`src/codec_ctrl_defines.svh`:
```
// offsets, write masks, reset values, field positions and counts of the control bank
`ifndef CODEC_CTRL_DEFINES_SVH
`define CODEC_CTRL_DEFINES_SVH
`define COMPAND_OFS  7'h05
`define COMPAND_MSK  9'h03F
`define COMPAND_RST  9'h000
`define CLKGEN_OFS   7'h06
`define CLKGEN_MSK   9'h1FD
`define CLKGEN_RST   9'h140
`define RATE_OFS     7'h07
`define RATE_MSK     9'h00F
`define RATE_RST     9'h000
`define PIN_OFS      7'h08
`define PIN_MSK      9'h03F
`define PIN_RST      9'h000
`define JDCFG_OFS    7'h09
`define JDCFG_MSK    9'h1F0
`define JDCFG_RST    9'h000
`define DACCTL_OFS   7'h0A
`define DACCTL_MSK   9'h04F
`define DACCTL_RST   9'h000
`define PVOLL_OFS    7'h0B
`define PVOLR_OFS    7'h0C
`define JDMASK_OFS   7'h0D
`define JDMASK_MSK   9'h0FF
`define JDMASK_RST   9'h000
`define ADCCTL_OFS   7'h0E
`define ADCCTL_MSK   9'h1FB
`define ADCCTL_RST   9'h100
`define RVOLL_OFS    7'h0F
`define RVOLR_OFS    7'h10
`define VOL_MSK      9'h0FF
`define VOL_RST      9'h0FF
`define EQ1_OFS      7'h12
`define EQ1_RST      9'h12C
`define EQ2_OFS      7'h13
`define EQ3_OFS      7'h14
`define EQ4_OFS      7'h15
`define EQ_MSK       9'h17F
`define EQ_RST       9'h02C
`define EQ5_OFS      7'h16
`define EQ5_MSK      9'h07F
`define LIMT_OFS     7'h18
`define LIMT_MSK     9'h1FF
`define LIMT_RST     9'h032
`define LIML_OFS     7'h19
`define LIML_MSK     9'h07F
`define LIML_RST     9'h000
`define NOTCH_OFS    7'h1B
`define NOTCH_MSK    9'h0FF
`define NOTCH_RST    9'h000
`define STATUS_OFS   7'h3F
`define F_VU         8
`define F_GAIN       7:0
`define LIM_LVL_MAX  3'h6
`define LIM_BOOST_MAX 4'hC
`define JACK_INPUT_SEL_RSVD  2'h3
`define SLOW_DIV_DEF 4096
`define DEB_TICKS_DEF 4
`endif

```
`src/codec_ctrl_pkg.sv`:
```
// types shared by the codec control bank
package codec_ctrl_pkg;
	typedef enum logic [1:0] {CMP_LINEAR, CMP_MU_LAW, CMP_A_LAW} compand_t;
	typedef enum {IX_COMP, IX_CLK, IX_RATE, IX_PIN, IX_JDCFG, IX_DACCTL, IX_PVOLL, IX_PVOLR,
		IX_JDMASK, IX_ADCCTL, IX_RVOLL, IX_RVOLR, IX_EQ1, IX_EQ2, IX_EQ3, IX_EQ4, IX_EQ5,
		IX_LIMT, IX_LIML, IX_NOTCH, IX_NUM} reg_ix_t;
	typedef struct packed {
		logic           eight_bit_mode;
		compand_t       play_compand;
		compand_t       rec_compand;
		logic           loopback;
		logic           core_clock_source_sel;
		logic [2:0]     sys_clock_divider;
		logic [2:0]     bit_clock_divider;
		logic [2:0]     rate_coefficient_sel;
		logic           slow_tick_enable;
		logic           slow_tick;
		logic [1:0]     jack_midrail_enables;
		logic           soft_mute;
		logic           auto_mute;
		logic [2:0]     play_flags;
		logic [2:0]     rec_flags;
		logic [7:0]     playback_left_gain;
		logic [7:0]     playback_right_gain;
		logic [7:0]     record_left_gain;
		logic [7:0]     record_right_gain;
		logic           highpass_enable;
		logic           highpass_mode_sel;
		logic [2:0]     highpass_cutoff_sel;
		logic           eq_path_sel;
		logic [4:0][8:0] eq_bands;
		logic           limiter_enable;
		logic [3:0]     limiter_decay_sel;
		logic [3:0]     limiter_attack_sel;
		logic [2:0]     limiter_threshold_db;
		logic [3:0]     limiter_gain_boost;
		logic [7:0]     notch_high;
		logic           notch_coeff_update;
	} ctrl_t;
endpackage

```
`src/codec_ctrl_regs.sv`:
```
// register bank and control decode of the stereo codec digital core
//
// The strobed register port is this design's own decision.
`timescale 1ns/1ps
`default_nettype none
`include "codec_ctrl_defines.svh"
//
// Contract
// - eight-bit flag puts the audio data path into 8-bit mode
// - playback companding 00 linear, 10 mu-law, 11 A-law, 01 reserved
// - record companding 00 linear, 10 mu-law, 11 A-law, 01 reserved
// - loopback feeds record data straight into the playback path
// - clock source bit, reset 1, picks PLL output or master clock
// - system divider code selects divide by 1 to 12, reset code 010
// - bit clock divider 1 to 32 for codes 000-101, rest reserved
// - master select makes bit and frame clock pins outputs
// - rate field picks filter coefficients 48k down to 8k
// - slow tick enable clocks jack debounce and zero-cross timeout
// - pin one function select with polarity invert
// - jack detection only when enabled, input picked by select field
// - output enables from high mask or low mask by jack level
// - soft mute and automute enables for the playback output
// - oversample bits choose 64x when 0, 128x when 1
// - per channel polarity bits invert playback and record signals
// - playback gains take effect only on an update bit write
// - record gains take effect only on a record update bit write
// - high-pass enable, reset 1, audio or application mode
// - equaliser path select, reset 1, playback when 1
// - limiter enable with decay and attack time codes
// - limiter threshold -1 to -6 dB, boost 0 to +12 dB
module codec_ctrl_regs
	import codec_ctrl_pkg::*;
#(
	parameter int SLOW_DIV  = `SLOW_DIV_DEF,
	parameter int DEB_TICKS = `DEB_TICKS_DEF
)(
	input  wire logic       CORE_CLK,
	input  wire logic       RESET,
	input  wire logic [6:0] ADDR,
	input  wire logic [8:0] WDATA,
	input  wire logic       WR,
	input  wire logic       RD,
	output var  logic [8:0] RDATA,
	input  wire logic [2:0] JACK_PINS,
	input  wire logic       TEMP_OK,
	input  wire logic       AUTOMUTE_ACTIVE,
	input  wire logic       PLL_CLK,
	input  wire logic       PLL_LOCK,
	output var  logic       GPIO1_OUT,
	output var  logic       GPIO1_OE,
	output var  logic       BCLK_OE,
	output var  logic       LRC_OE,
	output var  logic [3:0] OUT_ENABLES,
	output var  ctrl_t      CTRL
);
	localparam int NREG = IX_NUM;
	localparam logic [6:0] OFS [NREG] = '{`COMPAND_OFS, `CLKGEN_OFS, `RATE_OFS, `PIN_OFS,
		`JDCFG_OFS, `DACCTL_OFS, `PVOLL_OFS, `PVOLR_OFS, `JDMASK_OFS, `ADCCTL_OFS,
		`RVOLL_OFS, `RVOLR_OFS, `EQ1_OFS, `EQ2_OFS, `EQ3_OFS, `EQ4_OFS, `EQ5_OFS,
		`LIMT_OFS, `LIML_OFS, `NOTCH_OFS};
	localparam logic [8:0] MSK [NREG] = '{`COMPAND_MSK, `CLKGEN_MSK, `RATE_MSK, `PIN_MSK,
		`JDCFG_MSK, `DACCTL_MSK, `VOL_MSK, `VOL_MSK, `JDMASK_MSK, `ADCCTL_MSK,
		`VOL_MSK, `VOL_MSK, `EQ_MSK, `EQ_MSK, `EQ_MSK, `EQ_MSK, `EQ5_MSK,
		`LIMT_MSK, `LIML_MSK, `NOTCH_MSK};
	localparam logic [8:0] RST [NREG] = '{`COMPAND_RST, `CLKGEN_RST, `RATE_RST, `PIN_RST,
		`JDCFG_RST, `DACCTL_RST, `VOL_RST, `VOL_RST, `JDMASK_RST, `ADCCTL_RST,
		`VOL_RST, `VOL_RST, `EQ1_RST, `EQ_RST, `EQ_RST, `EQ_RST, `EQ_RST,
		`LIMT_RST, `LIML_RST, `NOTCH_RST};

	logic [8:0]  regs_reg [NREG];
	logic [8:0]  regs_next [NREG];
	logic [NREG-1:0] hit;
	logic [15:0] play_act_reg, play_act_next;
	logic [15:0] rec_act_reg, rec_act_next;
	logic [8:0]  rdata_next;
	logic        notch_upd_reg, notch_upd_next;
	logic [15:0] slow_cnt_reg, slow_cnt_next;
	logic        tick_reg, tick_next;
	logic        jack_raw;
	logic        jack_deb_reg, jack_deb_next;
	logic [3:0]  deb_cnt_reg, deb_cnt_next;
	logic [3:0]  outen_next;
	logic        pll_prev_reg, pll_prev_next;
	logic [1:0]  pll_cnt_reg, pll_cnt_next;
	logic        pll_div_reg, pll_div_next;
	logic        gpio_out_next, gpio_oe_next;
	ctrl_t       ctrl_next;

	// one storage word per mapped offset; reserved bits never stored so they read default
	generate
		for (genvar i = 0; i < NREG; i++)
		begin : g_reg
			assign hit[i] = (ADDR == OFS[i]);
			always_comb
			begin
				regs_next[i] = regs_reg[i];
				if (WR && hit[i])
					regs_next[i] = WDATA & MSK[i];
			end
			always_ff @(posedge CORE_CLK)
			begin
				if (RESET)
					regs_reg[i] <= RST[i];
				else
					regs_reg[i] <= regs_next[i];
			end
		end
	endgenerate

	// shadow to active gain transfer; update bit itself is not stored
	always_comb
	begin
		play_act_next = play_act_reg;
		rec_act_next  = rec_act_reg;
		if (WR && (hit[IX_PVOLL] || hit[IX_PVOLR]) && WDATA[`F_VU])
			play_act_next = {regs_next[IX_PVOLL][`F_GAIN], regs_next[IX_PVOLR][`F_GAIN]};
		if (WR && (hit[IX_RVOLL] || hit[IX_RVOLR]) && WDATA[`F_VU])
			rec_act_next = {regs_next[IX_RVOLL][`F_GAIN], regs_next[IX_RVOLR][`F_GAIN]};
	end

	always_ff @(posedge CORE_CLK)
	begin
		if (RESET)
		begin
			play_act_reg <= 16'hFFFF; // both channels at the 8-bit gain default
			rec_act_reg  <= 16'hFFFF;
		end
		else
		begin
			play_act_reg <= play_act_next;
			rec_act_reg  <= rec_act_next;
		end
	end

	// read path: data one cycle after the strobe, zero elsewhere and for unmapped offsets
	always_comb
	begin
		rdata_next = 9'h000;
		if (RD)
		begin
			for (int i = 0; i < NREG; i++)
				if (hit[i])
					rdata_next = regs_reg[i];
			if (ADDR == `STATUS_OFS)
				rdata_next = {3'h0, tick_reg, OUT_ENABLES, jack_deb_reg};
		end
	end

	always_ff @(posedge CORE_CLK)
	begin
		if (RESET)
			RDATA <= 9'h000;
		else
			RDATA <= rdata_next;
	end

	// slow tick divider; it clears to zero while disabled, freezing debounce and timeout
	always_comb
	begin
		slow_cnt_next = 16'h0000;
		tick_next     = 1'b0;
		if (regs_reg[IX_RATE][0])
		begin
			if (slow_cnt_reg == 16'(SLOW_DIV - 1))
				tick_next = 1'b1;
			else
				slow_cnt_next = slow_cnt_reg + 16'h0001;
		end
	end

	always_ff @(posedge CORE_CLK)
	begin
		if (RESET)
		begin
			slow_cnt_reg <= 16'h0000;
			tick_reg     <= 1'b0;
		end
		else
		begin
			slow_cnt_reg <= slow_cnt_next;
			tick_reg     <= tick_next;
		end
	end

	// jack debounce counts slow ticks of a steady changed level; reserved select holds
	always_comb
	begin
		jack_raw      = jack_deb_reg;
		if (regs_reg[IX_JDCFG][5:4] != `JACK_INPUT_SEL_RSVD)
			jack_raw = JACK_PINS[regs_reg[IX_JDCFG][5:4]];
		jack_deb_next = jack_deb_reg;
		deb_cnt_next  = deb_cnt_reg;
		if (jack_raw == jack_deb_reg)
			deb_cnt_next = 4'h0;
		else if (tick_reg)
		begin
			if (deb_cnt_reg == 4'(DEB_TICKS - 1))
			begin
				jack_deb_next = jack_raw;
				deb_cnt_next  = 4'h0;
			end
			else
				deb_cnt_next = deb_cnt_reg + 4'h1;
		end
		// disabled detection leaves every output enabled, no switching
		outen_next = 4'hF;
		if (regs_reg[IX_JDCFG][6])
			outen_next = jack_deb_reg ? regs_reg[IX_JDMASK][7:4] : regs_reg[IX_JDMASK][3:0];
	end

	always_ff @(posedge CORE_CLK)
	begin
		if (RESET)
		begin
			jack_deb_reg <= 1'b0;
			deb_cnt_reg  <= 4'h0;
			OUT_ENABLES  <= 4'hF;
		end
		else
		begin
			jack_deb_reg <= jack_deb_next;
			deb_cnt_reg  <= deb_cnt_next;
			OUT_ENABLES  <= outen_next;
		end
	end

	// pin one: divider counts both edges of the sampled pll clock, so ratio n divides freq by n
	always_comb
	begin
		pll_prev_next = PLL_CLK;
		pll_cnt_next  = pll_cnt_reg;
		pll_div_next  = pll_div_reg;
		if (PLL_CLK != pll_prev_reg)
		begin
			if (pll_cnt_reg >= regs_reg[IX_PIN][5:4])
			begin
				pll_cnt_next = 2'h0;
				pll_div_next = !pll_div_reg;
			end
			else
				pll_cnt_next = pll_cnt_reg + 2'h1;
		end
		gpio_oe_next  = 1'b1;
		case (regs_reg[IX_PIN][2:0])
			3'h0:    begin gpio_out_next = 1'b0; gpio_oe_next = 1'b0; end
			3'h2:    gpio_out_next = TEMP_OK;
			3'h3:    gpio_out_next = AUTOMUTE_ACTIVE;
			3'h4:    gpio_out_next = pll_div_reg;
			3'h5:    gpio_out_next = PLL_LOCK;
			3'h6:    gpio_out_next = 1'b1;
			default: gpio_out_next = 1'b0;
		endcase
		if (gpio_oe_next && regs_reg[IX_PIN][3])
			gpio_out_next = !gpio_out_next;
	end

	always_ff @(posedge CORE_CLK)
	begin
		if (RESET)
		begin
			pll_prev_reg <= 1'b0;
			pll_cnt_reg  <= 2'h0;
			pll_div_reg  <= 1'b0;
			GPIO1_OUT    <= 1'b0;
			GPIO1_OE     <= 1'b0;
		end
		else
		begin
			pll_prev_reg <= pll_prev_next;
			pll_cnt_reg  <= pll_cnt_next;
			pll_div_reg  <= pll_div_next;
			GPIO1_OUT    <= gpio_out_next;
			GPIO1_OE     <= gpio_oe_next;
		end
	end

	function automatic compand_t comp_dec(input logic [1:0] code);
		// reserved code falls back to linear rather than an undefined law
		case (code)
			2'h2:    comp_dec = CMP_MU_LAW;
			2'h3:    comp_dec = CMP_A_LAW;
			default: comp_dec = CMP_LINEAR;
		endcase
	endfunction

	// decoded control word, registered so every consumer sees a glitch-free value
	always_comb
	begin
		ctrl_next                       = '0;
		ctrl_next.eight_bit_mode        = regs_reg[IX_COMP][5];
		ctrl_next.play_compand          = comp_dec(regs_reg[IX_COMP][4:3]);
		ctrl_next.rec_compand           = comp_dec(regs_reg[IX_COMP][2:1]);
		ctrl_next.loopback              = regs_reg[IX_COMP][0];
		ctrl_next.core_clock_source_sel = regs_reg[IX_CLK][8];
		ctrl_next.sys_clock_divider     = regs_reg[IX_CLK][7:5];
		ctrl_next.bit_clock_divider     = regs_reg[IX_CLK][4:2];
		ctrl_next.rate_coefficient_sel  = regs_reg[IX_RATE][3:1];
		ctrl_next.slow_tick_enable      = regs_reg[IX_RATE][0];
		ctrl_next.slow_tick             = tick_reg;
		ctrl_next.jack_midrail_enables  = regs_reg[IX_JDCFG][8:7];
		ctrl_next.soft_mute             = regs_reg[IX_DACCTL][6];
		ctrl_next.auto_mute             = regs_reg[IX_DACCTL][2];
		ctrl_next.play_flags            = {regs_reg[IX_DACCTL][3], regs_reg[IX_DACCTL][1:0]};
		ctrl_next.rec_flags             = {regs_reg[IX_ADCCTL][3], regs_reg[IX_ADCCTL][1:0]};
		ctrl_next.playback_left_gain    = play_act_reg[15:8];
		ctrl_next.playback_right_gain   = play_act_reg[7:0];
		ctrl_next.record_left_gain      = rec_act_reg[15:8];
		ctrl_next.record_right_gain     = rec_act_reg[7:0];
		ctrl_next.highpass_enable       = regs_reg[IX_ADCCTL][8];
		ctrl_next.highpass_mode_sel     = regs_reg[IX_ADCCTL][7];
		ctrl_next.highpass_cutoff_sel   = regs_reg[IX_ADCCTL][6:4];
		ctrl_next.eq_path_sel           = regs_reg[IX_EQ1][8];
		for (int b = 0; b < 5; b++)
			ctrl_next.eq_bands[b] = regs_reg[IX_EQ1 + b];
		ctrl_next.limiter_enable        = regs_reg[IX_LIMT][8];
		ctrl_next.limiter_decay_sel     = regs_reg[IX_LIMT][7:4];
		ctrl_next.limiter_attack_sel    = regs_reg[IX_LIMT][3:0];
		ctrl_next.limiter_threshold_db  = (regs_reg[IX_LIML][6:4] >= 3'h5) ? `LIM_LVL_MAX :
			regs_reg[IX_LIML][6:4] + 3'h1;
		// boost stands apart from limiter enable; reserved codes give no boost
		ctrl_next.limiter_gain_boost    = (regs_reg[IX_LIML][3:0] > `LIM_BOOST_MAX) ? 4'h0 :
			regs_reg[IX_LIML][3:0];
		ctrl_next.notch_high            = regs_reg[IX_NOTCH][7:0];
		ctrl_next.notch_coeff_update    = notch_upd_reg;
		notch_upd_next = WR && hit[IX_NOTCH] && WDATA[`F_VU];
	end

	always_ff @(posedge CORE_CLK)
	begin
		if (RESET)
		begin
			CTRL          <= '0;
			notch_upd_reg <= 1'b0;
			BCLK_OE       <= 1'b0;
			LRC_OE        <= 1'b0;
		end
		else
		begin
			CTRL          <= ctrl_next;
			notch_upd_reg <= notch_upd_next;
			BCLK_OE       <= regs_reg[IX_CLK][0];
			LRC_OE        <= regs_reg[IX_CLK][0];
		end
	end
endmodule
`default_nettype wire

```
`config.mk`:
```
export PLATFORM = sky130hd
export DESIGN_NAME = codec_ctrl_regs
export DESIGN_NICKNAME = d
export VERILOG_FILES = /design/src/codec_ctrl_pkg.sv /design/src/codec_ctrl_regs.sv
export VERILOG_INCLUDE_DIRS = /design/src
export SDC_FILE = /design/constraint.sdc
export NUM_CORES = 1
export LEC_CHECK = 0
export BUFFER_PORTS_ARGS = -buffer_cell sky130_fd_sc_hd__buf_4
export CORE_AREA = 2 2 159 161
export DETAILED_ROUTE_END_ITERATION = 16
export DIE_AREA = 0 0 161 163
export PLACE_DENSITY = 0.78
export SKIP_CTS_REPAIR_TIMING = 1
export SLEW_MARGIN = 15
export SYNTH_ARGS = -nofsm -noshare
export SYNTH_HDL_FRONTEND = slang
export SYNTH_SLANG_ARGS = --single-unit
```
`constraint.sdc`:
```
create_clock -name CORE_CLK -period 2.5 [get_ports CORE_CLK]
set_input_delay 0.25 -clock CORE_CLK [delete_from_list [all_inputs] [get_ports CORE_CLK]]
set_output_delay 0.25 -clock CORE_CLK [all_outputs]
set_load 0.05 [all_outputs]
```
==> results_dict.tcl <==
set metrics [dict create \
    wire_per_inst_um 21.0 \
    holdWs_ps 96.8 \
    r2r-end "slow_cnt_reg[15]$_SDFF_PP0_" \
    end_kind "flip-flop" \
    r2r_start "slow_cnt_reg[0]$_SDFF_PP0_" \
    required_ps 2870 \
    postLayoutCellArea_mm2 0.0169 \
    antenna_found_initial 0 \
    hold_viol 0 \
    layout_commonest_cell "dfxtp_1" \
    hpwl_um 30100 \
    setup_viol 0 \
    via_per_inst 5.70 \
    place.gp.congestion 0.987 \
    clkLatencyLatePin_ps 510 \
    overflow 0 \
    drive_above_1_share_pct 19.7 \
    max_cap_viol_count 0 \
    largest_reg_flops 145 \
    synth_edf_count 0 \
    rows 58 \
    r2r_slack_ps 550 \
    area_growth_pct 22.7 \
    dpl_cell_area_mm2 0.0156 \
    die_h_um 163 \
    tritoncts "yes" \
    synthCells 1497 \
    worst_hold_path_type "input port to flip-flop" \
    cts-root-buf "clkbuf_16" \
    die-area_mm2 0.0262 \
    post-route-drc-count 0 \
    cts_buffers 37 \
    io_pins 180 \
    power.density_mw_per_mm2 719 \
    crit_arrival_ps 2310 \
    finalWirelength_um 42700 \
    antenna_left 0 \
    rsz0062_at_grt "false" \
    crit_path_end "slow_cnt_reg[15]$_SDFF_PP0_" \
    dieWidth_um 161 \
    worst_clock_skew_ps 21.8 \
    cp-start-kind "flip-flop" \
    min_period_over_period_pct 77.8 \
    worstSetupPathType "flip-flop to flip-flop" \
    synthArstFlopShare_pct 0 \
    max_slew.worst_pin.slew_ps 784 \
    dr_total_vias 11583 \
    grtUsageTotal_pct 32.1 \
    grt_pass1_vias 10875 \
    ys_seq_elements 349 \
    synth.avg_cell_area_um2 9.19 \
    cts.sinks 349 \
    clockBufferDepth 3 \
    first_iter_violations 1033 \
    h-tree-depth 2 \
    status "finished clean" \
    yosys_warnings 0 \
    max_freq_mhz 514 \
    dr.pass1.iters 7 \
    synthFlopType "dfxtp_1" \
    crit_fanout 14 \
    fin_nets 1710 \
    tns_ps 0 \
    slew_headroom_pct 47.7 \
    filler_cell_count 1979 \
    diodes 0 \
    grt_max_degree 180 \
    path_clk_slew_ps 60 \
    worstRegToRegCells 6 \
    period_needed_ps 1950 \
    ys_seq_area_share_pct 50.8 \
    port_buffers 173 \
    drv_slew 0 \
    start_util_pct 55.7 \
    worstSetupStartpoint "slow_cnt_reg[0]$_SDFF_PP0_" \
    synth_cell_types 71 \
    ir_drop_uv 524 \
    syn-cell-area_mm2 0.0138 \
    core_mm2 0.0247 \
    layout_common_cells "dfxtp_1 (349), buf_4 (239), nand2_1 (155)" \
    p_leak_nw 6.85 \
    grt_pass1_wl_um 64400 \
]
## how the worst min path moves through the flow
stage	from	end	slack, ps	cells past startpoint
after global placement	notch_upd_reg$_SDFF_PP0_	CTRL[0]$_SDFF_PP0_	440	1
final	WDATA[8]	regs_reg[13][8]$_SDFFE_PP0P_	100	3
after CTS	PLL_CLK	pll_prev_reg$_SDFF_PP0_	-20	2
after detailed placement	rec_act_reg[5]$_SDFFE_PP1P_	rec_act_reg[5]$_SDFFE_PP1P_	440	1
after floorplan	WDATA[8]	regs_reg[12][8]$_SDFFE_PP1P_	370	2
after global routing	WDATA[8]	regs_reg[13][8]$_SDFFE_PP0P_	110	3
## critical path: stages, from the launching register on
cell	delay [ps]
dfxtp_1	380
ha_1	200
nand3_1	190
nor3_1	380
nand2_1	160
nand2_1	390
nor2_1	110
## layer usage
| metal | up-vias | part of all wire (%) | track usage, % |
|---|---|---|---|
| met5 | - | 0 | 0 |
| met4 | 0 | 4.1 | 13.4 |
| met3 | 108 | 7.3 | 5.63 |
| met2 | 495 | 46 | 51.3 |
| met1 | 5521 | 43 | 43.1 |
| li1 | 5459 | - | - |
## per-stage QoR
stage | utilization [%] | instances | setup slack [ps] | total power, mW
after floorplan | - | 1502 | 472 | 6.36
after global placement | 63.3 | 1966 | 170 | 6.68
after detailed placement | 63.3 | 1966 | 91.6 | 6.68
after CTS | 68.3 | 2030 | 552 | 12.1
after global routing | 68.4 | 2032 | 321 | 12.4
final | 68.4 | 2032 | 555 | 12.1
## synth_stat cells (all sizes together) (10+ instances only)
| master | count | share of area, % |
|---|---|---|
| nand2b | 38 | 1.7 |
| clkbuf | 72 | 2.0 |
| a31oi | 12 | 0.55 |
| o21ai | 64 | 2.3 |
| xor2 | 10 | 0.64 |
| nor2 | 160 | 4.7 |
| nor2b | 134 | 6.1 |
| nand3 | 26 | 1.1 |
| a211o | 43 | 2.7 |
| nand2 | 155 | 4.2 |
| buf | 39 | 1.6 |
| nor3 | 33 | 1.5 |
| mux2i | 83 | 6.0 |
| dfxtp | 349 | 51 |
| nand3b | 13 | 0.71 |
| inv | 19 | 0.52 |
| xnor2 | 12 | 0.76 |
| a21oi | 99 | 3.6 |
## layout make-up
| cell class | instances | area, um^2 | area share (%) |
|---|---|---|---|
| tap | 330 | 413 | 2.45 |
| clock inverter | 18 | 225 | 1.34 |
| timing repair buffer | 247 | 1930 | 11.4 |
| multi-input combinational | 1022 | 6230 | 36.9 |
| inverter | 20 | 75.1 | 0.445 |
| clock buffer | 46 | 1010 | 5.99 |
| sequential | 349 | 6990 | 41.4 |
## cells by family after synthesis
| family | count (synthesis) | synth area share (%) |
|---|---|---|
| AOI/OAI and AO/OA | 293 | 13.7 |
| xor gates and xnor gates | 22 | 1.40 |
| adders and majority gates | 6 | 0.546 |
| buffers and inverters | 131 | 4.09 |
| DFF | 349 | 50.8 |
| muxes | 88 | 6.61 |
| other | 1 | 0.0273 |
| and+or+nand+nor | 607 | 22.8 |
## power by group
group          internal [mW]  total (mW)  switching (mW)
Clock                   3.38        5.56            2.18
Sequential              5.63        5.66          0.0287
Combinational          0.269       0.920           0.651
Total                   9.28        12.1            2.86
No activity file was read; power rests on OpenSTA's default activity.
